===== config.mk =====
export PLATFORM = sky130hd
export DESIGN_NAME = sct_regs
export DESIGN_NICKNAME = d
export VERILOG_FILES = /design/src/rtl/sct_pkg.sv /design/src/rtl/sct_regs.sv
export SDC_FILE = /design/constraint.sdc
export NUM_CORES = 1
export LEC_CHECK = 0
export ABC_AREA = 1
export BUFFER_PORTS_ARGS = -buffer_cell sky130_fd_sc_hd__buf_2
export CORE_ASPECT_RATIO = 1.75
export CORE_MARGIN = 5
export CORE_UTILIZATION = 61
export DETAILED_ROUTE_END_ITERATION = 8
export HOLD_SLACK_MARGIN = 0.06
export PLACE_DENSITY = 0.86
export SLEW_MARGIN = 30
export SYNTH_ARGS = -nofsm -noshare
export SYNTH_HDL_FRONTEND = slang
export SYNTH_SLANG_ARGS = --single-unit
export TNS_END_PERCENT = 30

===== constraint.sdc =====
create_clock -name ref_clk -period 20.6 [get_ports ref_clk]
set_clock_uncertainty 0.1 [all_clocks]
set_input_delay 4.12 -clock ref_clk [delete_from_list [all_inputs] [get_ports ref_clk]]
set_output_delay 4.12 -clock ref_clk [all_outputs]
set_load 0.05 [all_outputs]

===== src/rtl/sct_pkg.sv =====
// package: register map, field layout, reset values and timing constants of the sdram config bank
// What this block does
// column width field codes 7..14 give 8..15 column bits; others reserved
// row width field codes 10..15 give 11..16 row bits; lower codes reserved
// bank width field codes 0..3 give 1..4 bank bits
// data width field is stored but ignored; data bus stays 32 bits
// active to active spacing t_rc, code plus one clocks
// self-refresh exit wait t_xsr, split field, code plus one clocks
// auto-refresh to auto-refresh spacing t_rcar, code plus one clocks
// last write data to precharge t_wr, code plus one clocks
// precharge to next command t_rp, code plus one clocks
// active to read or write t_rcd, code plus one clocks
// active to precharge minimum t_ras, code plus one clocks
// read latency split field, codes 0..3 give 1..4 clocks, rest reserved
// initialization issues code plus one auto-refreshes
// after power up hold inputs stable the programmed cycle count
// software uses only full word accesses
// initialize bit starts init, self-clears at end, resets to one
// mode update bit rewrites mode register, self-clears when done
// refresh request every programmed interval, reset 0x410
// written values apply to later commands and the next init
package sct_pkg;
    localparam logic [7:0] SCT_OFF_GEOM = 8'h00;
    localparam logic [7:0] SCT_OFF_TIM_A = 8'h04;
    localparam logic [7:0] SCT_OFF_TIM_B = 8'h08;
    localparam logic [7:0] SCT_OFF_CTRL = 8'h0c;
    localparam logic [7:0] SCT_OFF_REFI = 8'h10;
    localparam logic [7:0] SCT_OFF_CSB0 = 8'h14;
    localparam logic [7:0] SCT_OFF_CSB1 = 8'h18;
    localparam logic [7:0] SCT_OFF_CSB2 = 8'h1c;
    localparam logic [7:0] SCT_OFF_MSK0 = 8'h54;
    localparam logic [7:0] SCT_OFF_MSK1 = 8'h58;
    localparam logic [7:0] SCT_OFF_MSK2 = 8'h5c;
    localparam logic [7:0] SCT_OFF_REMAP0 = 8'h84;
    localparam logic [7:0] SCT_OFF_STM0 = 8'h94;
    localparam logic [7:0] SCT_OFF_STM1 = 8'h98;
    localparam logic [7:0] SCT_OFF_STM2 = 8'h9c;
    localparam logic [7:0] SCT_OFF_FLPD = 8'ha0;
    localparam logic [7:0] SCT_OFF_SCTL = 8'ha4;

    localparam logic [31:0] SCT_RST_GEOM = 32'h001c4f68;
    localparam logic [31:0] SCT_RST_TIM_A = 32'h01e5d696;
    localparam logic [31:0] SCT_RST_TIM_B = 32'h00007008;
    localparam logic [31:0] SCT_RST_CTRL = 32'h00003009;
    localparam logic [31:0] SCT_RST_REFI = 32'h00000410;
    localparam logic [31:0] SCT_RST_CSB0 = 32'h00000000;
    localparam logic [31:0] SCT_RST_CSB1 = 32'h00005100;
    localparam logic [31:0] SCT_RST_CSB2 = 32'h00006000;
    localparam logic [31:0] SCT_RST_MSK0 = 32'h00000149;
    localparam logic [31:0] SCT_RST_MSK1 = 32'h00000249;
    localparam logic [31:0] SCT_RST_MSK2 = 32'h0000000c;
    localparam logic [31:0] SCT_RST_REMAP0 = 32'h50000000;
    localparam logic [31:0] SCT_RST_STM0 = 32'h0001154c;
    localparam logic [31:0] SCT_RST_STM1 = 32'h00791950;
    localparam logic [31:0] SCT_RST_STM2 = 32'h001c1950;
    localparam logic [31:0] SCT_RST_FLPD = 32'h000000c8;
    localparam logic [31:0] SCT_RST_SCTL = 32'h00001201;

    // writable bits of each register; the rest read zero after a write, except control bit 11, which reads self-refresh status
    localparam logic [31:0] SCT_WM_GEOM = 32'h001ffff8;
    localparam logic [31:0] SCT_WM_TIM_A = 32'hffffffff;
    localparam logic [31:0] SCT_WM_TIM_B = 32'h003fffff;
    localparam logic [31:0] SCT_WM_CTRL = 32'h0003f3ff;
    localparam logic [31:0] SCT_WM_REFI = 32'h00ffffff;
    localparam logic [31:0] SCT_WM_HI16 = 32'hffff0000;

    // geometry fields
    localparam int SCT_COL_LSB = 9;
    localparam int SCT_ROW_LSB = 5;
    localparam int SCT_BANK_LSB = 3;
    localparam int SCT_DW_LSB = 13;
    // timing a fields
    localparam int SCT_TRC_LSB = 22;
    localparam int SCT_TXSR_HI_LSB = 27;
    localparam int SCT_TXSR_LO_LSB = 18;
    localparam int SCT_TRCAR_LSB = 14;
    localparam int SCT_TWR_LSB = 12;
    localparam int SCT_TRP_LSB = 9;
    localparam int SCT_TRCD_LSB = 6;
    localparam int SCT_TRAS_LSB = 2;
    localparam int SCT_CAS_HI_BIT = 26;
    localparam int SCT_CAS_LO_LSB = 0;
    // timing b fields
    localparam int SCT_NINIT_REF_LSB = 16;
    localparam int SCT_PWRUP_LSB = 0;
    // control fields
    localparam int SCT_INIT_BIT = 0;
    localparam int SCT_SELF_REF_BIT = 1;
    localparam int SCT_PWR_DN_BIT = 2;
    localparam int SCT_DLY_PRE_BIT = 3;
    localparam int SCT_MODE_UPD_BIT = 9;
    localparam int SCT_SR_STAT_BIT = 11;

    // limits of the legal codes and the fixed data width
    localparam logic [3:0] SCT_COL_MIN = 4'h7;
    localparam logic [3:0] SCT_COL_MAX = 4'he;
    localparam logic [3:0] SCT_ROW_MIN = 4'ha;
    localparam logic [2:0] SCT_CAS_MAX = 3'h3;
    localparam logic [5:0] SCT_DATA_WIDTH = 6'h20;
    // mode register set clock count, used nowhere; the mode bit clears on mode_upd_done
    localparam logic [3:0] SCT_MRS_CYCLES = 4'h2;
endpackage


===== src/rtl/sct_regs.sv =====
// sdram configuration, timing and control register bank with decoded timing outputs
//
// Decided for this implementation: the address-and-strobe port.
`timescale 1ns/1ps
module sct_regs #(
    parameter int AW = 8
) (
    input wire logic ref_clk,
    input wire logic nrst,
    input wire logic clk_en,
    input wire logic [AW-1:0] addr,
    input wire logic [31:0] wdata,
    input wire logic wr_stb,
    input wire logic rd_stb,
    output logic [31:0] rdata,
    // sequencer side
    input wire logic init_done,
    input wire logic mode_upd_done,
    input wire logic self_ref_active,
    input wire logic refresh_ack,
    output logic init_req,
    output logic mode_upd_req,
    output logic self_ref_req,
    output logic pwr_dn_req,
    output logic delayed_pre,
    output logic refresh_req,
    output logic [4:0] col_bits,
    output logic [4:0] row_bits,
    output logic [2:0] bank_bits,
    output logic geom_err,
    output logic [5:0] data_width,
    output logic [4:0] t_rc,
    output logic [9:0] t_xsr,
    output logic [4:0] t_rcar,
    output logic [2:0] t_wr,
    output logic [3:0] t_rp,
    output logic [3:0] t_rcd,
    output logic [4:0] t_ras,
    output logic [2:0] rd_latency,
    output logic lat_err,
    output logic [4:0] init_refreshes,
    output logic [15:0] pwrup_cycles
);
    logic rst_s1_q, rst_s2_q;
    logic [31:0] geom_q, tim_a_q, tim_b_q, ctrl_q, refi_q;
    logic [31:0] misc_q [12];
    logic [15:0] ref_cnt_q;
    logic [31:0] rdata_q;
    logic [31:0] rd_d;
    logic wr_geom, wr_tim_a, wr_tim_b, wr_ctrl, wr_refi;
    logic [2:0] cas_code;

    // reset release through two flops
    always_ff @(posedge ref_clk or negedge nrst) begin
        if (!nrst) begin
            rst_s1_q <= 1'b0;
            rst_s2_q <= 1'b0;
        end else begin
            rst_s1_q <= 1'b1;
            rst_s2_q <= rst_s1_q;
        end
    end

    // write decode; every access is a whole word
    assign wr_geom = wr_stb && clk_en && addr == AW'(sct_pkg::SCT_OFF_GEOM);
    assign wr_tim_a = wr_stb && clk_en && addr == AW'(sct_pkg::SCT_OFF_TIM_A);
    assign wr_tim_b = wr_stb && clk_en && addr == AW'(sct_pkg::SCT_OFF_TIM_B);
    assign wr_ctrl = wr_stb && clk_en && addr == AW'(sct_pkg::SCT_OFF_CTRL);
    assign wr_refi = wr_stb && clk_en && addr == AW'(sct_pkg::SCT_OFF_REFI);

    // geometry and timing registers; new values steer later commands and the next init
    always_ff @(posedge ref_clk or negedge rst_s2_q) begin
        if (!rst_s2_q) begin
            geom_q <= sct_pkg::SCT_RST_GEOM;
            tim_a_q <= sct_pkg::SCT_RST_TIM_A;
            tim_b_q <= sct_pkg::SCT_RST_TIM_B;
            refi_q <= sct_pkg::SCT_RST_REFI;
        end else begin
            if (wr_geom) begin
                geom_q <= wdata & sct_pkg::SCT_WM_GEOM;
            end
            if (wr_tim_a) begin
                tim_a_q <= wdata & sct_pkg::SCT_WM_TIM_A;
            end
            if (wr_tim_b) begin
                tim_b_q <= wdata & sct_pkg::SCT_WM_TIM_B;
            end
            if (wr_refi) begin
                refi_q <= wdata & sct_pkg::SCT_WM_REFI;
            end
        end
    end

    // control register; self-clearing bits, a software set wins over the hardware clear
    always_ff @(posedge ref_clk or negedge rst_s2_q) begin
        if (!rst_s2_q) begin
            ctrl_q <= sct_pkg::SCT_RST_CTRL;
        end else if (clk_en) begin
            if (wr_ctrl) begin
                ctrl_q[31:12] <= wdata[31:12] & sct_pkg::SCT_WM_CTRL[31:12];
                ctrl_q[10:0] <= wdata[10:0] & sct_pkg::SCT_WM_CTRL[10:0];
            end
            if (init_done && !(wr_ctrl && wdata[sct_pkg::SCT_INIT_BIT])) begin
                ctrl_q[sct_pkg::SCT_INIT_BIT] <= 1'b0;
            end
            if (mode_upd_done && !(wr_ctrl && wdata[sct_pkg::SCT_MODE_UPD_BIT])) begin
                ctrl_q[sct_pkg::SCT_MODE_UPD_BIT] <= 1'b0;
            end
            ctrl_q[sct_pkg::SCT_SR_STAT_BIT] <= self_ref_active;
        end
    end

    // chip select, mask, remap and static timing registers, stored only
    localparam logic [7:0] MISC_OFF [12] = '{sct_pkg::SCT_OFF_CSB0, sct_pkg::SCT_OFF_CSB1,
        sct_pkg::SCT_OFF_CSB2, sct_pkg::SCT_OFF_MSK0, sct_pkg::SCT_OFF_MSK1, sct_pkg::SCT_OFF_MSK2,
        sct_pkg::SCT_OFF_REMAP0, sct_pkg::SCT_OFF_STM0, sct_pkg::SCT_OFF_STM1, sct_pkg::SCT_OFF_STM2,
        sct_pkg::SCT_OFF_FLPD, sct_pkg::SCT_OFF_SCTL};
    localparam logic [31:0] MISC_RST [12] = '{sct_pkg::SCT_RST_CSB0, sct_pkg::SCT_RST_CSB1,
        sct_pkg::SCT_RST_CSB2, sct_pkg::SCT_RST_MSK0, sct_pkg::SCT_RST_MSK1, sct_pkg::SCT_RST_MSK2,
        sct_pkg::SCT_RST_REMAP0, sct_pkg::SCT_RST_STM0, sct_pkg::SCT_RST_STM1, sct_pkg::SCT_RST_STM2,
        sct_pkg::SCT_RST_FLPD, sct_pkg::SCT_RST_SCTL};
    localparam logic [31:0] MISC_WM [12] = '{sct_pkg::SCT_WM_HI16, sct_pkg::SCT_WM_HI16,
        sct_pkg::SCT_WM_HI16, 32'hffffffff, 32'hffffffff, 32'hffffffff, 32'hffffffff,
        32'hffffffff, 32'hffffffff, 32'hffffffff, 32'hffffffff, 32'hffffffff};
    generate
        for (genvar i = 0; i < 12; i++) begin : g_misc
            always_ff @(posedge ref_clk or negedge rst_s2_q) begin
                if (!rst_s2_q) begin
                    misc_q[i] <= MISC_RST[i];
                end else if (wr_stb && clk_en && addr == AW'(MISC_OFF[i])) begin
                    misc_q[i] <= wdata & MISC_WM[i];
                end
            end
        end
    endgenerate

    // read mux; unmapped addresses read zero
    always_comb begin
        rd_d = 32'h0;
        case (addr)
            AW'(sct_pkg::SCT_OFF_GEOM): rd_d = geom_q;
            AW'(sct_pkg::SCT_OFF_TIM_A): rd_d = tim_a_q;
            AW'(sct_pkg::SCT_OFF_TIM_B): rd_d = tim_b_q;
            AW'(sct_pkg::SCT_OFF_CTRL): rd_d = ctrl_q;
            AW'(sct_pkg::SCT_OFF_REFI): rd_d = refi_q;
            default: begin
                for (int i = 0; i < 12; i++) begin
                    if (addr == AW'(MISC_OFF[i])) begin
                        rd_d = misc_q[i];
                    end
                end
            end
        endcase
    end

    // read data registered, valid the cycle after the strobe
    always_ff @(posedge ref_clk or negedge rst_s2_q) begin
        if (!rst_s2_q) begin
            rdata_q <= 32'h0;
        end else if (clk_en && rd_stb) begin
            rdata_q <= rd_d;
        end
    end
    assign rdata = rdata_q;

    // refresh interval counter, request held until acknowledged
    always_ff @(posedge ref_clk or negedge rst_s2_q) begin
        if (!rst_s2_q) begin
            ref_cnt_q <= 16'h0;
            refresh_req <= 1'b0;
        end else if (clk_en) begin
            if (ref_cnt_q >= refi_q[15:0] - 16'h1) begin
                ref_cnt_q <= 16'h0;
                refresh_req <= 1'b1;
            end else begin
                ref_cnt_q <= ref_cnt_q + 16'h1;
                if (refresh_ack) begin
                    refresh_req <= 1'b0;
                end
            end
        end
    end

    // control outputs
    assign init_req = ctrl_q[sct_pkg::SCT_INIT_BIT];
    assign mode_upd_req = ctrl_q[sct_pkg::SCT_MODE_UPD_BIT];
    assign self_ref_req = ctrl_q[sct_pkg::SCT_SELF_REF_BIT];
    assign pwr_dn_req = ctrl_q[sct_pkg::SCT_PWR_DN_BIT];
    assign delayed_pre = ctrl_q[sct_pkg::SCT_DLY_PRE_BIT];

    // geometry decode: codes are bit counts minus one
    assign col_bits = {1'b0, geom_q[sct_pkg::SCT_COL_LSB +: 4]} + 5'h1;
    assign row_bits = {1'b0, geom_q[sct_pkg::SCT_ROW_LSB +: 4]} + 5'h1;
    assign bank_bits = {1'b0, geom_q[sct_pkg::SCT_BANK_LSB +: 2]} + 3'h1;
    assign geom_err = geom_q[sct_pkg::SCT_COL_LSB +: 4] < sct_pkg::SCT_COL_MIN
        || geom_q[sct_pkg::SCT_COL_LSB +: 4] > sct_pkg::SCT_COL_MAX
        || geom_q[sct_pkg::SCT_ROW_LSB +: 4] < sct_pkg::SCT_ROW_MIN;
    assign data_width = sct_pkg::SCT_DATA_WIDTH;

    // timing decode: each code stands for code plus one clocks or refreshes; pwrup_cycles is taken as is
    assign t_rc = {1'b0, tim_a_q[sct_pkg::SCT_TRC_LSB +: 4]} + 5'h1;
    assign t_xsr = {1'b0, tim_a_q[sct_pkg::SCT_TXSR_HI_LSB +: 5],
        tim_a_q[sct_pkg::SCT_TXSR_LO_LSB +: 4]} + 10'h1;
    assign t_rcar = {1'b0, tim_a_q[sct_pkg::SCT_TRCAR_LSB +: 4]} + 5'h1;
    assign t_wr = {1'b0, tim_a_q[sct_pkg::SCT_TWR_LSB +: 2]} + 3'h1;
    assign t_rp = {1'b0, tim_a_q[sct_pkg::SCT_TRP_LSB +: 3]} + 4'h1;
    assign t_rcd = {1'b0, tim_a_q[sct_pkg::SCT_TRCD_LSB +: 3]} + 4'h1;
    assign t_ras = {1'b0, tim_a_q[sct_pkg::SCT_TRAS_LSB +: 4]} + 5'h1;
    assign cas_code = {tim_a_q[sct_pkg::SCT_CAS_HI_BIT], tim_a_q[sct_pkg::SCT_CAS_LO_LSB +: 2]};
    assign rd_latency = cas_code + 3'h1;
    assign lat_err = cas_code > sct_pkg::SCT_CAS_MAX;
    assign init_refreshes = {1'b0, tim_b_q[sct_pkg::SCT_NINIT_REF_LSB +: 4]} + 5'h1;
    assign pwrup_cycles = tim_b_q[sct_pkg::SCT_PWRUP_LSB +: 16];
endmodule


==> load_flow_metrics.sql <==
INSERT INTO impl_metrics (metric_group, metric, value, unit) VALUES
('outcome', 'status', 'finished clean', ''),
('cells_and_area', 'most_frequent_cells_in_the_layout', 'sky130_fd_sc_hd__nand2_1 (827), sky130_fd_sc_hd__dfrtp_1 (420), sky130_fd_sc_hd__o21ai_0 (418), sky130_fd_sc_hd__inv_1 (180), sky130_fd_sc_hd__buf_2 (161)', ''),
('cts', 'cts_hold_buffers', '0', ''),
('critical_path', 'critical_path.top_delay_family', 'simple AND/OR/NAND/NOR gates', ''),
('global_routing', 'pin_count_of_the_biggest_net_entering_global_routing', '194', ''),
('floorplanning', 'initial_core_util', '0.618', ''),
('cells_and_area', 'drive_above_1_share', '0.142', ''),
('cells_and_area', 'multi_input_gate_area', '0.00908', 'mm2'),
('place', 'globalplace.congestion', '0.916', ''),
('yosys', 'postSynthRegisterBits', '502', ''),
('cells_and_area', 'area_growth_syn_to_layout', '9.71', '%'),
('cts', 'post-cts-setup-buffers', '0', ''),
('yosys', 'most_area_consuming_cells_after_synthesis', 'sky130_fd_sc_hd__dfrtp_1 (45%), sky130_fd_sc_hd__nand2_1 (13%), sky130_fd_sc_hd__dfstp_2 (9.2%), sky130_fd_sc_hd__o21ai_0 (9.0%), sky130_fd_sc_hd__inv_1 (2.9%)', ''),
('yosys', 'mapped_area', '0.0232', 'mm2'),
('route', 'avgRoutedWirePerCell', '20.5', 'um'),
('sta', 'setup_tns', '0', 'ps'),
('yosys', 'yosysTopAreaCellShare', '0.453', ''),
('sta', 'timing.max_slew.rel_slack', '0.326', ''),
('yosys', 'synth_async_sr_flop_share', '1.00', ''),
('yosys', 'yosys_warnings', '0', ''),
('route', 'avgViaCountPerCell', '6.12', ''),
('critical_path', 'worstPathBufferInverterCount', '1', ''),
('cts', 'clock_insertion_delay_worst_skew', '570', 'ps'),
('cells_and_area', 'final.fill_count', '2854', ''),
('cells_and_area', 'mostFrequentLayoutCell', 'sky130_fd_sc_hd__nand2_1', ''),
('sta', 'setup_repair_after_global_routing_missed_its_margin', 'no', ''),
('floorplanning', 'boundaryPins', '168', ''),
('sta', 'tightestPinTransition', '1010', 'ps'),
('global_routing', 'globalRoute.totalOverflow', '0', ''),
('critical_path', 'critical_path_required', '16380', 'ps'),
('sta', 'final.period_utilization', '0.318', ''),
('global_routing', 'grt_pass1_vias', '20200', ''),
('cts', 'clockRootBuffer', 'sky130_fd_sc_hd__clkbuf_16', ''),
('floorplanning', 'num_rows', '94', ''),
('job', 'timing.max_cap.violations', '0', ''),
('place', 'io_buffer_count', '161', ''),
('yosys', 'synth_area_per_cell', '8.38', 'um2'),
('sta', 'timing_max_transition_violations_final', '0', ''),
('cts', 'cts-resized-gates', '0', ''),
('critical_path', 'critical_path.endpoint_type', 'primary output', ''),
('floorplanning', 'dieArea', '0.0423', 'mm2'),
('cells_and_area', 'final-seq-area', '0.0127', 'mm2'),
('global_routing', 'grtUsageTotal', '0.319', ''),
('place', 'area_of_placed_instances', '0.0240', 'mm2'),
('cts', 'htree_num_levels', '2', ''),
('critical_path', 'crit_arrival', '2330', 'ps'),
('route', 'drc', '0', ''),
('critical_path', 'critPathMaxFanout', '4', ''),
('floorplanning', 'chipWidth', '158', 'um'),
('sta', 'finalHoldViolCount', '0', ''),
('critical_path', 'critical_path.slowest_cell', 'sky130_fd_sc_hd__dfstp_2', ''),
('power', 'ir_drop_worst_case_vdd', '0.0659', 'mV'),
('critical_path', 'critical_path.startpoint_type', 'flop', ''),
('global_routing', 'grt_first_pass_wirelength', '106', 'mm'),
('route', '1st_iter_drt_viols', '2136', ''),
('route', 'ant_nets', '0', ''),
('cts', 'max-clock-path-buffers', '3', ''),
('cells_and_area', 'fin_nets', '2893', ''),
('global_routing', 'antenna_found_initial', '1', ''),
('yosys', 'yosysUniqueCellTypes', '44', ''),
('min_path', 'timing.hold.worst.class', 'reg -> async', ''),
('route', 'totalWireLength', '68.2', 'mm'),
('cts', 'clkTransAtPathRegs', '60', 'ps'),
('critical_path', 'timing.critical_path.cells', 'ha_1 > nand3_1 > nor3b_1 > nand3_1 > xor2_1 > buf_2', ''),
('power', 'power.density', '82.8', 'mW/mm2'),
('sta', 'finalSetupViolations', '0', ''),
('sta', 'final.min_clock_period', '6550', 'ps'),
('cts', 'cts_sinks', '502', ''),
('yosys', 'postSynthCellCount', '2774', ''),
('critical_path', 'criticalPathCategory', 'reg -> out', ''),
('yosys', 'ys.flop_type', 'sky130_fd_sc_hd__dfrtp_1', '');
## routing by layer
metal | vias to the layer above | track usage | share of wire
li1 | 9028 | - | -
met1 | 9771 | 0.352 | 0.33
met2 | 1162 | 0.539 | 0.50
met3 | 388 | 0.0443 | 0.070
met4 | 0 | 0.269 | 0.10
met5 | - | 0 | 0
## per-stage QoR
stage          total power, uW  setup WS [ps]  hold slack, ps  instances  utilization
3_3_place_gp              1270          13430             237       3244        0.636
3_5_place_dp              1280          13450             241       3244        0.637
2_1_floorplan             1220           5610             231       2779            -
5_1_grt                   2180          13900             256       3327        0.677
4_1_cts                   2110          14010             256       3324        0.675
6_report                  2110          14050             204       3327        0.677
## state kept, by name (all words and copies together) (netlist names)
name	cells
rst_s1_q	1
rdata	32
ctrl_q	17
misc_q	338
refi_q	24
rst_s2_q	1
tim_b_q	22
tim_a_q	32
refresh_req	1
ref_cnt_q	16
geom_q	18
## power by group
group	total [uW]	internal [uW]	switching, uW	leakage, uW
combinational	207	54.5	152	0.00470
clock	838	472	366	0.000707
sequential	1070	1030	35.9	0.00657
total	2110	1560	554	0.0120
## final timing paths
path / slack, ps / end / start / cells after the start
setup / recovery: 14050 / t_xsr[8] / tim_a_q[18] / 6
min in group ref_clk: 250 / rst_s2_q / rst_s1_q / 0
hold / removal: 200 / misc_q[153] / rst_s2_q / 0
hold reg to reg: 200 / misc_q[153] / rst_s2_q / 0
max in group asynchronous: 17060 / rst_s2_q / nrst / 1
setup reg to reg: 16660 / ref_cnt_q[15] / refi_q[0] / 22
## kinds of logic (layout without fill, tap and decap cells)
family | Yosys count | count (layout) | synth area share
and+or+nand+nor | 1239 | 1239 | 0.226
AOI/OAI and AO/OA | 581 | 581 | 0.130
buffers and inverters | 383 | 450 | 0.0691
xor gates and xnor gates | 35 | 35 | 0.0132
adders and majority gates | 32 | 32 | 0.0172
DFF | 502 | 502 | 0.545
other | 2 | 8 | 0.000323
## worst register-to-register path: stages, from the launching register on
cell	delay, ps
sky130_fd_sc_hd__dfrtp_1	380
sky130_fd_sc_hd__inv_1	130
sky130_fd_sc_hd__ha_1	220
sky130_fd_sc_hd__inv_1	60
sky130_fd_sc_hd__nor3_1	260
sky130_fd_sc_hd__nand2_1	150
sky130_fd_sc_hd__nor3_1	220
sky130_fd_sc_hd__nand2_1	100
sky130_fd_sc_hd__inv_1	80
sky130_fd_sc_hd__nand3b_1	90
sky130_fd_sc_hd__nor2_1	120
sky130_fd_sc_hd__xor2_1	160
sky130_fd_sc_hd__inv_1	60
sky130_fd_sc_hd__ha_1	270
sky130_fd_sc_hd__nand2_1	60
sky130_fd_sc_hd__inv_1	50
sky130_fd_sc_hd__nand3_1	90
sky130_fd_sc_hd__nor3_1	270
sky130_fd_sc_hd__nand3_1	130
sky130_fd_sc_hd__nand3_1	160
sky130_fd_sc_hd__nand2_1	220
sky130_fd_sc_hd__inv_1	300
sky130_fd_sc_hd__nor3_1	110
## cell type report
| cell class | count | share of cell area |
|---|---|---|
| sequential | 502 | 0.497 |
| inverter | 193 | 0.0284 |
| clock buffer | 72 | 0.0528 |
| timing repair buffer | 177 | 0.0385 |
| multi-input combinational | 1894 | 0.356 |
| clock inverter | 8 | 0.00363 |
| antenna | 1 | 0.0000981 |
| tap | 480 | 0.0236 |
## Yosys cell counts (9+ instances only)
master                       n
sky130_fd_sc_hd__a211oi_1   13
sky130_fd_sc_hd__a21oi_1    58
sky130_fd_sc_hd__buf_2      35
sky130_fd_sc_hd__buf_4      31
sky130_fd_sc_hd__clkbuf_1  120
sky130_fd_sc_hd__dfrtp_1   421
sky130_fd_sc_hd__dfstp_2    81
sky130_fd_sc_hd__ha_1       32
sky130_fd_sc_hd__inv_1     180
sky130_fd_sc_hd__inv_2      13
sky130_fd_sc_hd__nand2_1   834
sky130_fd_sc_hd__nand2_2    15
sky130_fd_sc_hd__nand3_1    99
sky130_fd_sc_hd__nand4_1    67
sky130_fd_sc_hd__nor2_1    152
sky130_fd_sc_hd__nor2_2     13
sky130_fd_sc_hd__nor2_4      9
sky130_fd_sc_hd__nor3_1     20
sky130_fd_sc_hd__o211ai_1    9
sky130_fd_sc_hd__o21ai_0   418
sky130_fd_sc_hd__o21ai_1    65
sky130_fd_sc_hd__or2_2      12
sky130_fd_sc_hd__xor2_1     30
Note: power is estimated with default switching activity, not from simulation.
